**config.mk**
```make
export PLATFORM = sky130hd
export DESIGN_NAME = tbg_timer2_baud
export DESIGN_NICKNAME = d
export VERILOG_FILES = /design/src/pkg/tbg_pkg.sv /design/src/logic/tbg_sync.sv /design/src/logic/tbg_div.sv /design/src/logic/tbg_timer2_baud.sv
export SDC_FILE = /design/constraint.sdc
export NUM_CORES = 1
export LEC_CHECK = 0
export BUFFER_PORTS_ARGS = -buffer_cell sky130_fd_sc_hd__buf_2
export CELL_PAD_IN_SITES_DETAIL_PLACEMENT = 1
export CELL_PAD_IN_SITES_GLOBAL_PLACEMENT = 2
export CORE_ASPECT_RATIO = 1.2
export CORE_UTILIZATION = 39
export DETAILED_ROUTE_END_ITERATION = 12
export PLACE_DENSITY = 0.85
export SLEW_MARGIN = 20
export SYNTH_ARGS = -nofsm -noshare
export SYNTH_HDL_FRONTEND = slang
export SYNTH_SLANG_ARGS = --single-unit
```
**constraint.sdc**
```tcl
create_clock -name clk_sys -period 10.8 [get_ports clk_sys]
set_clock_uncertainty 0.05 [all_clocks]
set_input_delay 1.62 -clock clk_sys [delete_from_list [all_inputs] [get_ports clk_sys]]
set_output_delay 1.62 -clock clk_sys [all_outputs]
set_load 0.02 [all_outputs]
```
**src/pkg/tbg_pkg.sv**
```systemverilog
// constants, carriers and mode decode for the timer 2 baud generator
// assumes one clock domain and an AXI4-Lite master with 8-bit addresses
//
// Contract
// tx select: 0 timer 1, 1 timer 2
// rx select independent, same encoding
// rollover reloads count from reload bytes
// bit rate is overflow rate over sixteen
// baud: osc or osc/2; else per machine cycle
// rate equals fosc over n times (65536-reload)
// baud behaviour only with a select set
// baud rollover sets no flag, no request
// baud trigger edge sets flag, no reload
// pin counting also divides by sixteen
// software stops timer before touching counts
// baud set-up values include run bit
// other set-up values exclude run bit
// counter set-up values per trigger control
// trigger capture/reload except in baud mode
// missing stop bit sets framing error flag
// serial bit 7 is flag or mode bit
// framing error flag cleared by software only
// enabled edge flag raises interrupt request
// run clear holds count, no pulses
// one-cycle overflow pulses, separate tx/rx paths
package tbg_pkg;

  localparam int          ADDR_W       = 8;
  localparam int          PRE_W        = 4;

  // register byte addresses
  localparam logic [7:0]  OFS_CTRL     = 8'h00;
  localparam logic [7:0]  OFS_COUNT    = 8'h04;
  localparam logic [7:0]  OFS_RELOAD   = 8'h08;
  localparam logic [7:0]  OFS_SERIAL   = 8'h0C;
  localparam logic [7:0]  OFS_POWER    = 8'h10;
  localparam logic [7:0]  OFS_CFG      = 8'h14;
  localparam logic [7:0]  OFS_STATUS   = 8'h18;

  // timer_control_reg fields, then serial, power and cfg bits
  localparam int          CTL_ROLL     = 7;
  localparam int          CTL_EDGE     = 6;
  localparam int          CTL_RXSEL    = 5;
  localparam int          CTL_TXSEL    = 4;
  localparam int          CTL_EDGE_EN  = 3;
  localparam int          CTL_RUN      = 2;
  localparam int          CTL_CNT_SEL  = 1;
  localparam int          CTL_CAPT     = 0;
  localparam int          SER_BIT7     = 7;
  localparam int          PWR_B7_SEL   = 6;
  localparam int          CFG_TWELVE   = 0;
  localparam int          CFG_IRQ_EN   = 1;

  // reset values
  localparam logic [7:0]  RST_CTRL     = 8'h00;
  localparam logic [15:0] RST_COUNT    = 16'h0000;
  localparam logic [15:0] RST_RELOAD   = 16'h0000;
  localparam logic [7:0]  RST_SERIAL   = 8'h00;
  localparam logic [7:0]  RST_POWER    = 8'h00;
  localparam logic [1:0]  RST_CFG      = 2'h0;

  // last prescaler state: machine cycle of 6 or 12 clocks, baud 1 or 2; then last count
  localparam logic [3:0]  MC_LAST_6    = 4'h5;
  localparam logic [3:0]  MC_LAST_12   = 4'hB;
  localparam logic [3:0]  BAUD_LAST_6  = 4'h0;
  localparam logic [3:0]  BAUD_LAST_12 = 4'h1;
  localparam logic [15:0] COUNT_MAX    = 16'hFFFF;

  // software set-up codes of timer_control_reg
  localparam logic [7:0]  SET_RELOAD_INT  = 8'h00;
  localparam logic [7:0]  SET_RELOAD_EXT  = 8'h08;
  localparam logic [7:0]  SET_CAPT_INT    = 8'h01;
  localparam logic [7:0]  SET_CAPT_EXT    = 8'h09;
  localparam logic [7:0]  SET_BAUD_INT    = 8'h34;
  localparam logic [7:0]  SET_BAUD_EXT    = 8'h36;
  localparam logic [7:0]  SET_RX_INT      = 8'h24;
  localparam logic [7:0]  SET_RX_EXT      = 8'h26;
  localparam logic [7:0]  SET_TX_INT      = 8'h14;
  localparam logic [7:0]  SET_TX_EXT      = 8'h16;
  localparam logic [7:0]  SET_CNT_RLD_INT = 8'h02;
  localparam logic [7:0]  SET_CNT_RLD_EXT = 8'h0A;
  localparam logic [7:0]  SET_CNT_CAP_INT = 8'h03;
  localparam logic [7:0]  SET_CNT_CAP_EXT = 8'h0B;

  localparam logic [1:0]  RESP_OKAY    = 2'h0;
  localparam logic [1:0]  RESP_SLVERR  = 2'h2;

  typedef enum logic [1:0] {
    MODE_OFF     = 2'h0,
    MODE_RELOAD  = 2'h1,
    MODE_CAPTURE = 2'h3,
    MODE_BAUD    = 2'h2
  } tbg_mode_e;

  typedef struct packed {
    logic              awvalid;
    logic [ADDR_W-1:0] awaddr;
    logic              wvalid;
    logic [31:0]       wdata;
    logic [3:0]        wstrb;
    logic              bready;
    logic              arvalid;
    logic [ADDR_W-1:0] araddr;
    logic              rready;
  } tbg_axi_req_s;

  typedef struct packed {
    logic        awready;
    logic        wready;
    logic        bvalid;
    logic [1:0]  bresp;
    logic        arready;
    logic        rvalid;
    logic [31:0] rdata;
    logic [1:0]  rresp;
  } tbg_axi_rsp_s;

  typedef struct packed {
    logic [2:0] stage;
    logic       stable;
    logic       fall;
  } tbg_sync_s;

  typedef struct packed {
    logic [7:0] cnt;
    logic       tick;
  } tbg_div_s;

  typedef struct packed {
    logic [7:0]        ctrl;
    logic [15:0]       count;
    logic [15:0]       reload;
    logic [7:0]        serial;
    logic              fe;
    logic [7:0]        power;
    logic [1:0]        cfg;
    logic [PRE_W-1:0]  pre;
    logic              irq;
    logic              tx_ovf;
    logic              rx_ovf;
    logic              aw_got;
    logic [ADDR_W-1:0] aw_addr;
    logic              w_got;
    logic [31:0]       wdata;
    logic [3:0]        wstrb;
    tbg_axi_rsp_s      rsp;
  } tbg_state_s;

  // every reset value above is zero, so the whole state clears at once
  localparam tbg_state_s ST_RESET = '0;

  function automatic tbg_mode_e tbg_mode(input logic [7:0] ctrl);
    if (!ctrl[CTL_RUN]) begin
      return MODE_OFF;
    end else if (ctrl[CTL_RXSEL] || ctrl[CTL_TXSEL]) begin
      return MODE_BAUD;
    end else if (ctrl[CTL_CAPT]) begin
      return MODE_CAPTURE;
    end
    return MODE_RELOAD;
  endfunction : tbg_mode

endpackage : tbg_pkg

```
**src/logic/tbg_sync.sv**
```systemverilog
// three-stage pin synchroniser with agreement filter and fall pulse
// assumes pin is asynchronous to clk_sys; reset already synchronised
`timescale 1ns/100ps
module tbg_sync
  import tbg_pkg::*;
(
  input  wire logic clk_sys,
  input  wire logic rst_n,
  input  wire logic pin,
  output logic      level,
  output logic      fall
);

  tbg_sync_s s_q;
  tbg_sync_s s_d;

  always_comb begin
    s_d       = s_q;
    s_d.stage = {s_q.stage[1:0], pin};
    // stage 0 is read only by stage 1
    if (s_q.stage[1] == s_q.stage[2]) begin
      s_d.stable = s_q.stage[2];
    end
    s_d.fall = s_q.stable && !s_d.stable;
  end

  always_ff @(posedge clk_sys or negedge rst_n) begin
    if (!rst_n) begin
      s_q <= '0;
    end else begin
      s_q <= s_d;
    end
  end

  assign level = s_q.stable;
  assign fall  = s_q.fall;

endmodule : tbg_sync

```
**src/logic/tbg_div.sv**
```systemverilog
// divides a stream of one-cycle pulses by DIV, one-cycle output pulse
// assumes input pulses are at most one per clock
`timescale 1ns/100ps
module tbg_div
  import tbg_pkg::*;
#(
  parameter int DIV = 16
) (
  input  wire logic clk_sys,
  input  wire logic rst_n,
  input  wire logic tick_in,
  output logic      tick_out
);

  if (DIV < 2 || DIV > 256) begin : g_bad_div
    $error("tbg_div: DIV must be 2 to 256");
  end

  localparam logic [7:0] LAST = 8'(DIV - 1);

  tbg_div_s s_q;
  tbg_div_s s_d;

  always_comb begin
    s_d      = s_q;
    s_d.tick = 1'b0;
    if (tick_in) begin
      if (s_q.cnt == LAST) begin
        s_d.cnt  = 8'h00;
        s_d.tick = 1'b1;
      end else begin
        s_d.cnt = s_q.cnt + 8'h01;
      end
    end
  end

  always_ff @(posedge clk_sys or negedge rst_n) begin
    if (!rst_n) begin
      s_q <= '0;
    end else begin
      s_q <= s_d;
    end
  end

  assign tick_out = s_q.tick;

endmodule : tbg_div

```
**src/logic/tbg_timer2_baud.sv**
```systemverilog
// timer 2 with baud rate generation, serial rate selection and
// framing error flag, all registers on an AXI4-Lite slave
// assumes clk_sys is the oscillator; timer1_overflow, rx_frame_done
// and rx_stop_bit come from logic on clk_sys
//
// Local design decisions: register access over AXI4-Lite and the address map.
`timescale 1ns/100ps
module tbg_timer2_baud
  import tbg_pkg::*;
#(
  parameter int BAUD_DIV = 16
) (
  input  wire logic   clk_sys,
  input  wire logic   rst_n,
  input  tbg_axi_req_s axi_req,
  output tbg_axi_rsp_s axi_rsp,
  input  wire logic   external_count_pin,
  input  wire logic   trigger_input,
  input  wire logic   timer1_overflow,
  input  wire logic   rx_frame_done,
  input  wire logic   rx_stop_bit,
  output logic        tx_sample_tick,
  output logic        rx_sample_tick,
  output logic        tx_bit_tick,
  output logic        rx_bit_tick,
  output logic        serial_mode_bit0,
  output logic        framing_error_flag,
  output logic        timer_irq
);

  if (BAUD_DIV < 2 || BAUD_DIV > 256) begin : g_bad_div
    $error("tbg_timer2_baud: BAUD_DIV must be 2 to 256");
  end

  //////////////////////////////////////////////////////////////////////
  // reset release

  logic [1:0] rst_sync_q;
  logic       rst_n_int;

  always_ff @(posedge clk_sys or negedge rst_n) begin
    if (!rst_n) begin
      rst_sync_q <= 2'h0;
    end else begin
      rst_sync_q <= {rst_sync_q[0], 1'b1};
    end
  end

  assign rst_n_int = rst_sync_q[1];

  //////////////////////////////////////////////////////////////////////
  // pin inputs

  logic count_pin_fall;
  logic trig_fall;

  // pin counting is asynchronous to the oscillator, so it is resampled
  tbg_sync u_count_sync (
    .clk_sys (clk_sys),
    .rst_n   (rst_n_int),
    .pin     (external_count_pin),
    .level   (),
    .fall    (count_pin_fall)
  );

  tbg_sync u_trig_sync (
    .clk_sys (clk_sys),
    .rst_n   (rst_n_int),
    .pin     (trigger_input),
    .level   (),
    .fall    (trig_fall)
  );

  //////////////////////////////////////////////////////////////////////
  // state

  tbg_state_s s_q;
  tbg_state_s s_d;
  tbg_mode_e  mode;

  assign mode = tbg_mode(s_q.ctrl);

  function automatic logic [7:0] word_of(input logic [ADDR_W-1:0] a);
    return {a[ADDR_W-1:2], 2'h0};
  endfunction : word_of

  function automatic logic mapped(input logic [ADDR_W-1:0] a);
    case (word_of(a))
      OFS_CTRL, OFS_COUNT, OFS_RELOAD, OFS_SERIAL,
      OFS_POWER, OFS_CFG, OFS_STATUS: return 1'b1;
      default: return 1'b0;
    endcase
  endfunction : mapped

  function automatic logic [15:0] merge16(input logic [15:0] old,
                                          input logic [31:0] wd,
                                          input logic [3:0]  st);
    logic [15:0] r;
    r = old;
    if (st[0]) begin
      r[7:0] = wd[7:0];
    end
    if (st[1]) begin
      r[15:8] = wd[15:8];
    end
    return r;
  endfunction : merge16

  logic [31:0]      rd_word;
  logic             wr_en;
  logic [PRE_W-1:0] pre_last;
  logic             pre_wrap;
  logic             inc;
  logic             ovf;
  logic             trig;

  //////////////////////////////////////////////////////////////////////
  // register read mux

  always_comb begin
    rd_word = 32'h0000_0000;
    case (word_of(axi_req.araddr))
      OFS_CTRL:   rd_word = {24'h00_0000, s_q.ctrl};
      OFS_COUNT:  rd_word = {16'h0000, s_q.count};
      OFS_RELOAD: rd_word = {16'h0000, s_q.reload};
      OFS_SERIAL: begin
        rd_word = {24'h00_0000, s_q.serial};
        // bit 7 shows the flag or the mode bit
        rd_word[SER_BIT7] = s_q.power[PWR_B7_SEL] ?
                            s_q.fe : s_q.serial[SER_BIT7];
      end
      OFS_POWER:  rd_word = {24'h00_0000, s_q.power};
      OFS_CFG:    rd_word = {30'h0000_0000, s_q.cfg};
      OFS_STATUS: rd_word = {30'h0000_0000, mode};
      default:    rd_word = 32'h0000_0000;
    endcase
  end

  //////////////////////////////////////////////////////////////////////
  // next state

  always_comb begin
    s_d   = s_q;
    wr_en = s_q.aw_got && s_q.w_got && !s_q.rsp.bvalid;

    // bus channels
    if (axi_req.bready && s_q.rsp.bvalid) begin
      s_d.rsp.bvalid = 1'b0;
    end
    if (axi_req.rready && s_q.rsp.rvalid) begin
      s_d.rsp.rvalid = 1'b0;
    end
    if (axi_req.awvalid && s_q.rsp.awready) begin
      s_d.aw_got  = 1'b1;
      s_d.aw_addr = axi_req.awaddr;
    end
    if (axi_req.wvalid && s_q.rsp.wready) begin
      s_d.w_got = 1'b1;
      s_d.wdata = axi_req.wdata;
      s_d.wstrb = axi_req.wstrb;
    end
    if (axi_req.arvalid && s_q.rsp.arready) begin
      s_d.rsp.rvalid = 1'b1;
      s_d.rsp.rdata  = rd_word;
      s_d.rsp.rresp  = mapped(axi_req.araddr) ? RESP_OKAY : RESP_SLVERR;
    end

    // software writes; hardware events below override them
    if (wr_en) begin
      s_d.aw_got     = 1'b0;
      s_d.w_got      = 1'b0;
      s_d.rsp.bvalid = 1'b1;
      s_d.rsp.bresp  = mapped(s_q.aw_addr) ? RESP_OKAY : RESP_SLVERR;
      if (s_q.wstrb[0]) begin
        case (word_of(s_q.aw_addr))
          OFS_CTRL:  s_d.ctrl  = s_q.wdata[7:0];
          OFS_POWER: s_d.power = s_q.wdata[7:0];
          OFS_CFG:   s_d.cfg   = s_q.wdata[1:0];
          OFS_SERIAL: begin
            if (s_q.power[PWR_B7_SEL]) begin
              // writing 1 keeps the flag; only 0 clears it
              s_d.fe = s_q.fe && s_q.wdata[SER_BIT7];
              s_d.serial[SER_BIT7-1:0] = s_q.wdata[SER_BIT7-1:0];
            end else begin
              s_d.serial = s_q.wdata[7:0];
            end
          end
          default: ;
        endcase
      end
      // counts are taken as written; stopping first is up to software
      case (word_of(s_q.aw_addr))
        OFS_COUNT:  s_d.count  = merge16(s_q.count, s_q.wdata,
                                         s_q.wstrb);
        OFS_RELOAD: s_d.reload = merge16(s_q.reload, s_q.wdata,
                                         s_q.wstrb);
        default: ;
      endcase
    end

    // prescaler: oscillator or half in baud mode, else machine cycle
    if (mode == MODE_BAUD) begin
      pre_last = s_q.cfg[CFG_TWELVE] ? BAUD_LAST_12 : BAUD_LAST_6;
    end else begin
      pre_last = s_q.cfg[CFG_TWELVE] ? MC_LAST_12 : MC_LAST_6;
    end
    pre_wrap = s_q.pre >= pre_last;
    if (!s_q.ctrl[CTL_RUN]) begin
      s_d.pre = '0;
    end else if (pre_wrap) begin
      s_d.pre = '0;
    end else begin
      s_d.pre = s_q.pre + 4'h1;
    end

    inc = s_q.ctrl[CTL_RUN] &&
          (s_q.ctrl[CTL_CNT_SEL] ? count_pin_fall : pre_wrap);
    ovf  = inc && (s_q.count == COUNT_MAX);
    trig = trig_fall && s_q.ctrl[CTL_EDGE_EN];

    if (ovf) begin
      // capture mode wraps to zero, the others reload
      s_d.count = (mode == MODE_CAPTURE) ? RST_COUNT : s_q.reload;
    end else if (inc) begin
      s_d.count = s_q.count + 16'h0001;
    end

    // no trigger reload while generating baud rates
    if (trig && mode == MODE_RELOAD) begin
      s_d.count = s_q.reload;
    end
    if (trig && mode == MODE_CAPTURE) begin
      s_d.reload = s_q.count;
    end
    if (trig) begin
      s_d.ctrl[CTL_EDGE] = 1'b1;
    end
    if (ovf && mode != MODE_BAUD) begin
      s_d.ctrl[CTL_ROLL] = 1'b1;
    end

    // per-direction source selection, one-cycle pulses
    s_d.tx_ovf = s_q.ctrl[CTL_TXSEL] ? ovf : timer1_overflow;
    s_d.rx_ovf = s_q.ctrl[CTL_RXSEL] ? ovf : timer1_overflow;

    if (rx_frame_done && !rx_stop_bit) begin
      s_d.fe = 1'b1;
    end

    // rollover flag never sets in baud mode, so only the edge asks there
    s_d.irq = s_q.cfg[CFG_IRQ_EN] &&
              (s_d.ctrl[CTL_ROLL] || s_d.ctrl[CTL_EDGE]);

    // readies follow from the next channel state
    s_d.rsp.awready = !s_d.aw_got && !s_d.rsp.bvalid;
    s_d.rsp.wready  = !s_d.w_got && !s_d.rsp.bvalid;
    s_d.rsp.arready = !s_d.rsp.rvalid;
  end

  always_ff @(posedge clk_sys or negedge rst_n_int) begin
    if (!rst_n_int) begin
      s_q <= ST_RESET;
    end else begin
      s_q <= s_d;
    end
  end

  //////////////////////////////////////////////////////////////////////
  // bit-rate dividers, one per direction

  // the serial port gets both the raw overflow and the divided tick
  tbg_div #(
    .DIV (BAUD_DIV)
  ) u_tx_div (
    .clk_sys  (clk_sys),
    .rst_n    (rst_n_int),
    .tick_in  (s_q.tx_ovf),
    .tick_out (tx_bit_tick)
  );

  tbg_div #(
    .DIV (BAUD_DIV)
  ) u_rx_div (
    .clk_sys  (clk_sys),
    .rst_n    (rst_n_int),
    .tick_in  (s_q.rx_ovf),
    .tick_out (rx_bit_tick)
  );

  //////////////////////////////////////////////////////////////////////
  // outputs

  assign axi_rsp            = s_q.rsp;
  assign tx_sample_tick     = s_q.tx_ovf;
  assign rx_sample_tick     = s_q.rx_ovf;
  assign serial_mode_bit0   = s_q.serial[SER_BIT7];
  assign framing_error_flag = s_q.fe;
  assign timer_irq          = s_q.irq;

endmodule : tbg_timer2_baud

```
==> results of run 1 <==
==> final cells by class <==
cell class	instances	area (um2)	area share
multi-input cells	459	3040	0.381
inverters	9	33.8	0.00423
well taps	220	275	0.0345
repair buffers	77	404	0.0506
clock buffers	19	443	0.0555
clock inverters	12	159	0.0199
flip-flops and latches	145	3630	0.455
==> sequential cells by signal, summed over array words and instances (netlist names), 2 cells and up <==
| signal | cells |
|---|---|
| s_q | 87 |
| axi_rsp | 23 |
| u_rx_div.s_q | 8 |
| u_tx_div.s_q | 8 |
| rst_sync_q | 2 |
| u_count_sync.s_d | 2 |
| u_trig_sync.s_d | 2 |
==> per-layer routing <==
metal | up-vias | wire length (um) | part of all wire | track usage
met5 | - | 0 | 0 | 0
met4 | 0 | 384 | 0.021 | 0.0870
met3 | 27 | 750 | 0.041 | 0.0423
met2 | 124 | 9020 | 0.50 | 0.352
met1 | 2639 | 7950 | 0.44 | 0.264
li1 | 2406 | - | - | -
==> synth_stat cells (4+ instances only) <==
cell type  number  area share
dfrtp_1       145        0.51
nand2b_1        4      0.0035
mux2i_1        18       0.026
a32o_1          5      0.0071
buf_2           7      0.0050
nand4_1        14       0.012
a22o_1          8      0.0099
mux2_1         14       0.022
buf_4          42       0.045
nor2_1         52       0.028
a22oi_1         8      0.0085
or3_1           5      0.0044
nand3_1        14      0.0099
ha_1            8       0.014
inv_1           9      0.0048
and3_1         12       0.011
o21ai_1        11      0.0078
mux2_2         38       0.061
o22ai_1        10      0.0089
a21oi_1        41       0.029
nand2_1        65       0.035
nor3_1          9      0.0064
xor2_1          8      0.0099
xnor2_1        12       0.015
o21ai_0        27       0.019
nor3b_1         5      0.0053
clkbuf_1       19       0.010
a211oi_1        4      0.0043
==> worst paths after layout <==
| path | cells after the start | slack [ps] | startpoint | endpoint |
|---|---|---|---|---|
| hold reg to reg | 0 | 300 | u_count_sync.s_d[3] | u_count_sync.s_d[4] |
| hold / removal | 0 | 300 | u_count_sync.s_d[3] | u_count_sync.s_d[4] |
| max in group asynchronous | 1 | 9110 | rst_sync_q[1] | axi_rsp[11] |
| setup reg to reg | 9 | 7190 | s_q[149] | s_q[141] |
| setup / recovery | 9 | 7190 | s_q[149] | s_q[141] |
| min in group asynchronous | 0 | 370 | rst_sync_q[1] | u_count_sync.s_d[3] |
==> critical path, stage by stage (launching register included) <==
cell and delay [ps]:
dfrtp_1 480, o21ai_0 460, nand2_1 150, ha_1 320
o211ai_1 80, nor2_1 220, o311a_1 830, nor2_1 250
a311o_1 380, a32o_1 250
==> kinds of logic after synthesis <==
family / Yosys count
AO/OA/AOI/OAI: 139
AND/OR/NAND/NOR: 199
flip-flops: 145
multiplexers: 72
buffers and inverters: 78
other: 2
adder cells (fa/ha/maj): 10
XOR/XNOR: 20
==> cell usage in the layout, fill, tap and decap left out, types with 8 or more instances in the layout <==
| master | n |
|---|---|
| dfrtp_1 | 144 |
| buf_2 | 71 |
| nand2_1 | 65 |
| nor2_1 | 51 |
| a21oi_1 | 40 |
| mux2_2 | 38 |
| o21ai_0 | 27 |
| conb_1 | 19 |
| mux2i_1 | 18 |
| clkbuf_16 | 17 |
| nand4_1 | 14 |
| nand3_1 | 14 |
| mux2_1 | 14 |
| xnor2_1 | 12 |
| and3_1 | 12 |
| o21ai_1 | 11 |
| o22ai_1 | 10 |
| inv_1 | 9 |
| nor3_1 | 9 |
| xor2_1 | 8 |
| a22o_1 | 8 |
| a22oi_1 | 8 |
| ha_1 | 8 |
==> through the flow <==
stage / util / cell area (um2)
floorplan: - / 7120
global placement: 0.418 / 7380
detailed placement: 0.418 / 7380
CTS: 0.453 / 7980
global route: 0.453 / 7990
finish: 0.453 / 7990
==> power by group through the flow <==
stage | clock network, mW | logic, mW | registers [mW]
4_1_cts | 0.610 | 0.375 | 0.854
2_1_floorplan | 0 | 0.307 | 0.798
5_1_grt | 0.636 | 0.412 | 0.879
3_3_place_gp | 0 | 0.348 | 0.846
6_report | 0.598 | 0.368 | 0.855
3_5_place_dp | 0 | 0.371 | 0.861
==> results by group, run 1 <==
Outcome
  • Status: complete, but fails checks
  • Failing checks: design-rule violations

Final layout
  • Ant diodes: 0
  • Share of layout cells above drive strength 1: 0.218
  • Non-filler instance count after layout: between 900 and 1k
  • Synth-to-layout area growth: 13.3%
  • Fill cells: 1953
  • Layout Nets: between 700 and 800

Route
  • Post-route ant nets: 0
  • First-pass DRT Iterations: 9
  • DRC viols: 16
  • Detailed Route WL: between 15 and 20 mm
  • Starting DRT DRC Count: approximately 310
  • Via count: 5196
  • WL/cell: about 19 um
  • Vias/cell: between 5 and 6

Clock network
  • CTS H-tree depth: 4
  • Clk sink count: about 150
  • Clock Pin Slew Worst Setup and Hold Paths: 60 ps
  • Hold_buf cts: 0
  • Root buf cell: clkbuf_16
  • Post-CTS resize count: 0
  • CTS Buffer Depth: 2
  • Total CTS buffers: 17
  • Skew-Pair Late Insertion Delay: approximately 430 ps
  • Setup bufs post-CTS: 0
  • TritonCTS clock tree: done

STA
  • Max-slew violations: 0
  • Setup ws final: 7190 ps
  • Slew HR: 0.259
  • RSZ-0062 raised after global routing: false
  • Worst Tran Pin Value: between 1000 and 1500 ps
  • Hold Worst Slack: 299 ps
  • Fin crit period: 3610 ps
  • Final setup fails: 0
  • Final Hold Viols: 0
  • Total negative setup slack: 0 ps
  • Fmax: between 0.2 and 0.3 GHz
  • Final Cycle Share: 0.334

Global route
  • Antenna violations before repair: 0
  • First-pass GRT wire length: about 30 mm
  • Tot GR Track Use: 0.209
  • Gr ovfl total: 0
  • Largest net degree at the start of global routing: 82
  • Vias in the first global route: 5556

Pwr
  • Static Leakage: approximately 3.7 nW
  • Worst vdd ir: 0.112 mV
  • Clock network fraction of design power: 0.328
  • Switching pwr: about 600 uW
  • Pwr per Cell Area: about 230 nW/um2
  • Register share of total power: 0.469
  • Power, Total: ~1.8 mW
  • Sw Ratio: 0.321
  • Comb pwr share: 0.202
  • Internal power: 1.24 mW

Synthesis
  • Adder-Cell Fraction of Synth Area: 0.0170
  • Largest family of logic cells by synthesized area: simple AND/OR/NAND/NOR gates
  • Prevailing post-synth register cell: dfrtp_1
  • Gate count after technology mapping: ~670
  • Post-synth ARST share: 1.00
  • Netlist Area Pre-Place: around 7000 um2
  • Number of synthesized flops with an enable pin: 0
  • Simple-Gate Fraction of Synth Area: 0.137
  • Multiplexer area fraction after synthesis: 0.115
  • XOR/XNOR Fraction of Synth Area: 0.0248
  • Synth Warn #: 0
  • Cell variety after synth: 58
  • Sequential area share after synthesis: 0.514
  • FF+latch count, synth: ~150
  • Compound-cell area share of the yosys netlist: 0.126
  • Synthesized area per cell: around 11 um2

Floorplan
  • Num ports: about 110
  • DIE HEIGHT: about 150 um
  • Initial Util: 0.400
  • Die ar.: ~19000 um2
  • Core ar.: roughly 18000 um2
  • Row cnt: 53
  • Die Wd: 125 um

Worst setup path
  • Crit path DAT: just under 4000 ps
  • Data required, critical path: about 11000 ps
  • Startpoint Class: flip-flop
  • Crit. End Element: flip-flop
  • Setup CP Type: reg -> reg
  • Critical path peak fanout: 23

Hold path
  • Worst min-delay path category: reg -> reg

Placed design
  • PortBufs: just over 70
  • Dpl ws: 7020 ps
  • GPL Wtd Cong: roughly 0.84
  • Placed cells: between 900 and 1k
  • Dpl hpwl: around 13 mm

Run
  • Maximum capacitance violations: 0
No activity file was read; power rests on OpenSTA's default activity.
==> run 2: changes to the inputs <==
Settings changed: CORE_UTILIZATION 39 to 36, PLACE_DENSITY 0.85 to 0.8.
Clock period 10.8 ns to 3.7 ns, I/O delays scaled along.
==> run 2 against run 1 <==
Effect of this change: wire length increased by 1.3%; sequential share of layout area decreased by 0.56 points; via count increased by 0.87%; the flow now finishes without violations; design area increased by 1.3%; combinational power increased to 3.0 times the previous value; fmax increased by 7.3%; first-iteration DRC count decreased by 38%; flip-flop and latch count unchanged; non-clock buffer count increased by 8.
==> results by group, run 2 (same netlist as run 1, synthesis figures left out) <==
Global route
  • Tot GR Track Use: 0.199 (-0.0103)
  • Largest net degree at the start of global routing: 59 (-28%)
  • Vias in the first global route: 5612 (+1.0%)
  • Gr ovfl total: 0 (unchanged)
  • Antenna violations before repair: 0 (unchanged)
  • First-pass GRT wire length: 30.4 mm (+1.2%)

Worst setup path
  • CP max-delay cell: o311a_1
  • Crit. End Element: flip-flop
  • CP startpoint: s_q[150]
  • Startpoint Class: flip-flop
  • Most common cell on crit path: nor2_1
  • Worst path max stage delay: 590 ps (-240 ps)
  • Crit Reg-Reg Startpoint: s_q[150]
  • Setup CP Type: reg -> reg
  • Crit path DAT: 3620 ps (-240 ps)
  • Data required, critical path: 3960 ps (-7100 ps)
  • Worst-path cell chain: o21ai_0 -> nand2_1 -> ha_1 -> o211ai_1 -> nor2_1 -> o311a_1 -> nor2_1 -> a311o_1 -> a32o_1
  • Critical path peak fanout: 14 (-39%)

Final layout
  • Most frequent cells in the layout: dfrtp_1 (144), buf_2 (71), nand2_1 (65), nor2_1 (52), a21oi_1 (40)
  • Most common cell after layout, fill and taps aside: dfrtp_1
  • Layout Nets: 789 (+1.0%)
  • Synth-to-layout area growth: 14.7%
  • Largest reg by FF count: s_q
  • Non-filler instance count after layout: 986 (+4.8%)
  • Largest register FFs: 87 (unchanged)
  • Fin area: 8090 um2 (+1.3%)
  • Share of layout cells above drive strength 1: 0.225 (+0.00690)
  • Final core occ: 0.426 (-0.0270)
  • Ant diodes: 0 (unchanged)

Route
  • Starting DRT DRC Count: 191 (-38%)
  • WL/cell: 18.6 um (-3.3%)
  • First-pass DRT Iterations: 4 (-5)
  • Via count: 5241 (+0.87%)
  • Detailed Route WL: 18.4 mm (+1.3%)
  • DRC viols: 0 (-16)
  • Vias/cell: 5.32 (-3.7%)
  • Post-route ant nets: 0 (unchanged)

Floorplan
  • Row cnt: 55 (+3.8%)
  • Die Wd: 130 um (+4.0%)
  • Core ar.: 19000 um2 (+7.7%)
  • Die ar.: 20200 um2 (+8.2%)
  • Initial Util: 0.371 (-0.0285)
  • Num ports: 112 (unchanged)
  • DIE HEIGHT: 155 um (+4.0%)

STA
  • Total negative setup slack: 0 ps (unchanged)
  • Fmax: 0.298 GHz (+7.3%)
  • Slew HR: 0.434 (+0.176)
  • Final Hold Viols: 0 (unchanged)
  • RSZ-0062 raised after global routing: false
  • Max-slew violations: 0 (unchanged)
  • Fin crit period: 3360 ps (-246 ps)
  • Final setup fails: 0 (unchanged)
  • Final Cycle Share: 0.908 (+0.574)
  • Worst Tran Pin Value: 847 ps (-261 ps)

Clock network
  • Total CTS buffers: 17 (unchanged)
  • Clk sink count: 145 (unchanged)
  • Root buf cell: clkbuf_16
  • Clock Pin Slew Worst Setup and Hold Paths: 60 ps (about the same)
  • Post-CTS resize count: 0 (unchanged)
  • CTS Buffer Depth: 2 (unchanged)
  • Skew-Pair Late Insertion Delay: 430 ps (about the same)
  • CTS H-tree depth: 4 (unchanged)
  • TritonCTS clock tree: done

Hold path
  • Worst Hold Launch: trigger_input
  • Worst min-delay path category: in -> reg

Placed design
  • Dpl hpwl: 13.2 mm (+3.4%)
  • DP Area: 7480 um2 (+1.3%)
  • GPL Wtd Cong: 0.881 (+5.4%)
  • Placed cells: 953 (+4.7%)
  • PortBufs: 71 (unchanged)

Outcome
  • Status: finished, final reports clean

Pwr
  • Pwr per Cell Area: 657 nW/um2 (+190%)
  • Static Leakage: 3.71 nW (+1.4%)
  • Worst vdd ir: 0.354 mV (+220%)

Run
  • Maximum capacitance violations: 0 (unchanged)
==> run 2: routing by layer <==
| metal | share of wire | GRT usage | vias up |
|---|---|---|---|
| li1 | - | - | 2441 |
| met1 | 0.45 | 0.263 | 2635 |
| met2 | 0.49 | 0.324 | 133 |
| met3 | 0.037 | 0.0316 | 32 |
| met4 | 0.021 | 0.0819 | 0 |
| met5 | 0 | 0 | - |
==> run 2: metrics by stage <==
stage / power [mW] / setup WS (ps) / hold WS, ps
global route: 5.63 / 106 / 166
CTS: 5.38 / 320 / 162
detailed placement: 3.61 / 437 / 286
global placement: 3.50 / 564 / 285
finish: 5.32 / 341 / 178
floorplan: 3.22 / 982 / 209
==> run 2: final timing paths <==
check	endpoint	slack, ps	cells past startpoint
worst min-delay path	u_trig_sync.s_d[3]	180	1
worst max register to register	s_q[141]	340	9
worst min register to register	rst_sync_q[1]	300	0
worst max-delay path	s_q[141]	340	9
min in group asynchronous	s_q[94]	370	0
max in group asynchronous	s_q[146]	2410	1
==> run 2: area by class of cell <==
class                   count  area (um2)
repair buffers             85         475
flip-flops and latches    145        3630
well taps                 256         320
clock inverters            14         154
clock buffers              18         439
inverters                   9        33.8
multi-input cells         459        3030
fillers                  2154       10900
==> run 2: where the power goes <==
part	leakage (nW)	internal [mW]	switching [mW]	total, mW
clock	0.284	1.02	0.723	1.74
sequential	1.88	1.99	0.481	2.47
combinational	1.54	0.554	0.550	1.10
==> run 2: repair_timing <==
| item | in CTS | in global routing |
|---|---|---|
| endpoints found under the hold margin | 2 | 0 |
| setup buffers | 0 | 0 |
| hold buffers | 1 | 0 |
==> run 2: critical path: cells and delay by family (launching register included) <==
kind	cells	cell delay, ps
and+or+nand+nor	3	610
adders and majority gates	1	340
AOI/OAI and AO/OA	5	1760
DFF	1	460
==> run 3: changes to the inputs <==
Settings changed: PLACE_DENSITY 0.8 to 0.85, TNS_END_PERCENT set to 50.
==> run 3 against run 2 <==
Effect of this change: hold slack improved by 9.0 ps; via count decreased by 0.44%; power decreased by 1.4%; register-to-register slack about the same; worst setup slack improved by 13 ps; design area decreased by 0.59%; wire length decreased by 2.1%; critical path type unchanged; largest cell class unchanged; largest power group unchanged; highest routed layer unchanged.
==> results by group, run 3 (same netlist as run 1, synthesis figures left out) <==
STA
  • Final Cycle Share: 0.904 (-0.00351)
  • Fmax: 0.299 GHz (+0.39%)
  • Slew HR: 0.393 (-0.0412)
  • Max-slew violations: 0 (unchanged)
  • Final Hold Viols: 0 (unchanged)
  • Hold Worst Slack: 187 ps (+8.97 ps)
  • RSZ-0062 raised after global routing: false
  • Worst Tran Pin Value: 911 ps (+63.9 ps)
  • Total negative setup slack: 0 ps (unchanged)
  • Final setup fails: 0 (unchanged)
  • Fin crit period: 3350 ps (-13.0 ps)

Global route
  • Antenna violations before repair: 0 (unchanged)
  • First-pass GRT wire length: 29.8 mm (-2.1%)
  • Gr ovfl total: 0 (unchanged)
  • Tot GR Track Use: 0.192 (-0.00671)
  • Largest net degree at the start of global routing: 109 (+85%)
  • Vias in the first global route: 5544 (-1.2%)

Pwr
  • Comb pwr share: 0.208 (about the same)
  • Pwr per Cell Area: 652 nW/um2 (-0.83%)
  • Clock network fraction of design power: 0.319 (-0.009)
  • Static Leakage: 3.68 nW (-0.69%)
  • Internal power: 3.53 mW (-0.91%)
  • Register share of total power: 0.473 (+0.008)
  • Switching pwr: 1.71 mW (-2.4%)
  • Sw Ratio: 0.326 (-0.00342)
  • Worst vdd ir: 0.327 mV (-7.6%)

Floorplan
  • Die Wd: 130 um (unchanged)
  • Num ports: 112 (unchanged)
  • Core ar.: 19000 um2 (unchanged)
  • Die ar.: 20200 um2 (unchanged)
  • Initial Util: 0.371 (unchanged)
  • Row cnt: 55 (unchanged)
  • DIE HEIGHT: 155 um (unchanged)

Route
  • Vias/cell: 5.31 (about the same)
  • DRC viols: 0 (unchanged)
  • Detailed Route WL: 18.0 mm (-2.1%)
  • First-pass DRT Iterations: 4 (unchanged)
  • Via count: 5218 (-0.44%)
  • WL/cell: 18.3 um (-1.7%)
  • Post-route ant nets: 0 (unchanged)
  • Starting DRT DRC Count: 256 (+34%)

Worst setup path
  • Reg2reg path depth: 10 (+1)
  • Data required, critical path: 4010 ps (+50 ps)
  • Reg-to-reg slack, setup: 350 ps (about the same)
  • Crit Reg-Reg Startpoint: s_q[149]
  • Critical path peak fanout: 16 (+2)
  • CP startpoint: s_q[149]
  • Setup CP Type: reg -> reg
  • Crit. End Element: flip-flop
  • Crit path DAT: 3650 ps (+30 ps)
  • Startpoint Class: flip-flop
  • Worst setup path end: s_q[132]
  • R2R Path End: s_q[132]

Clock network
  • TritonCTS clock tree: done
  • Clock Pin Slew Worst Setup and Hold Paths: 60 ps (about the same)
  • Setup bufs post-CTS: 0 (unchanged)
  • CTS H-tree depth: 4 (unchanged)
  • Skew-Pair Late Insertion Delay: 430 ps (about the same)
  • Clk sink count: 145 (unchanged)
  • Total CTS buffers: 17 (unchanged)
  • CTS Buffer Depth: 2 (unchanged)
  • Root buf cell: clkbuf_16

Placed design
  • DP Area: 7460 um2 (-0.30%)
  • Placed cells: 949 (-0.42%)
  • PortBufs: 71 (unchanged)
  • Dpl hpwl: 12.9 mm (-2.3%)
  • GPL Wtd Cong: 0.817 (-7.3%)

Final layout
  • Most common cell after layout, fill and taps aside: dfrtp_1
  • Non-filler instance count after layout: 982 (-0.41%)
  • Fin area: 8040 um2 (-0.59%)
  • Largest reg by FF count: s_q
  • Layout Nets: 785 (-0.51%)
  • Largest register FFs: 87 (unchanged)
  • Share of layout cells above drive strength 1: 0.219 (-0.00565)
  • Most frequent cells in the layout: dfrtp_1 (144), buf_2 (71), nand2_1 (65), nor2_1 (52), a21oi_1 (39)
  • Synth-to-layout area growth: 14.0%
  • Ant diodes: 0 (unchanged)

Outcome
  • Status: finished, final reports clean

Hold path
  • WHS Path Cells: 1 (unchanged)
  • Worst min-delay path category: in -> reg
  • Worst Hold Launch: external_count_pin

Run
  • Maximum capacitance violations: 0 (unchanged)
run 3: power groups by stage:
stage / clock (mW) / sequential [mW] / combinational, mW
CTS: 1.71 / 2.48 / 1.11
detailed placement: 0 / 2.50 / 1.09
global placement: 0 / 2.46 / 1.03
finish: 1.67 / 2.48 / 1.09
global route: 1.79 / 2.55 / 1.22
floorplan: 0 / 2.33 / 0.896
run 3: what timing repair did:
action / CTS / global route
hold buffers: 1 / 0
endpoints found under the hold margin: 2 / 0
resized for setup: 0 / 0
run 3: final cells by class:
class                           instances  area, um2
Tap cell                              256        320
Clock buffer                           19        433
Sequential cell                       145       3630
Inverter                                9       33.8
Clock inverter                         13        139
Multi-Input combinational cell        459       3040
Timing Repair Buffer                   81        445
Fill cell                            2156      11000
run 3: worst min-delay path by stage:
stage	end	slack [ps]
after floorplan	rst_sync_q[0]	210
after global placement	s_q[46]	240
after detailed placement	s_q[90]	260
after CTS	u_count_sync.s_d[3]	170
after global routing	u_trig_sync.s_d[3]	170
final	u_count_sync.s_d[3]	190
run 3: per-stage QoR:
step,setup WS [ps],total power [mW],utilization
5_1_grt,210,5.56,0.423
6_report,354,5.24,0.423
2_1_floorplan,982,3.22,-
4_1_cts,346,5.30,0.423
3_3_place_gp,507,3.49,0.392
3_5_place_dp,368,3.60,0.393
run 3: routing by layer:
| metal | routed length [um] | global-route usage |
|---|---|---|
| met4 | 294 | 0.0725 |
| met5 | 0 | 0 |
| met2 | 9030 | 0.315 |
| met1 | 7850 | 0.252 |
| met3 | 796 | 0.0347 |
run 3: critical path: stages (launching register included):
cell,delay (ps)
dfrtp_1,470
o21ai_0,440
nand2_1,170
ha_1,340
o211ai_1,100
nor2_1,210
o311ai_2,130
buf_4,220
o21a_1,210
a21oi_2,660
a221o_1,280
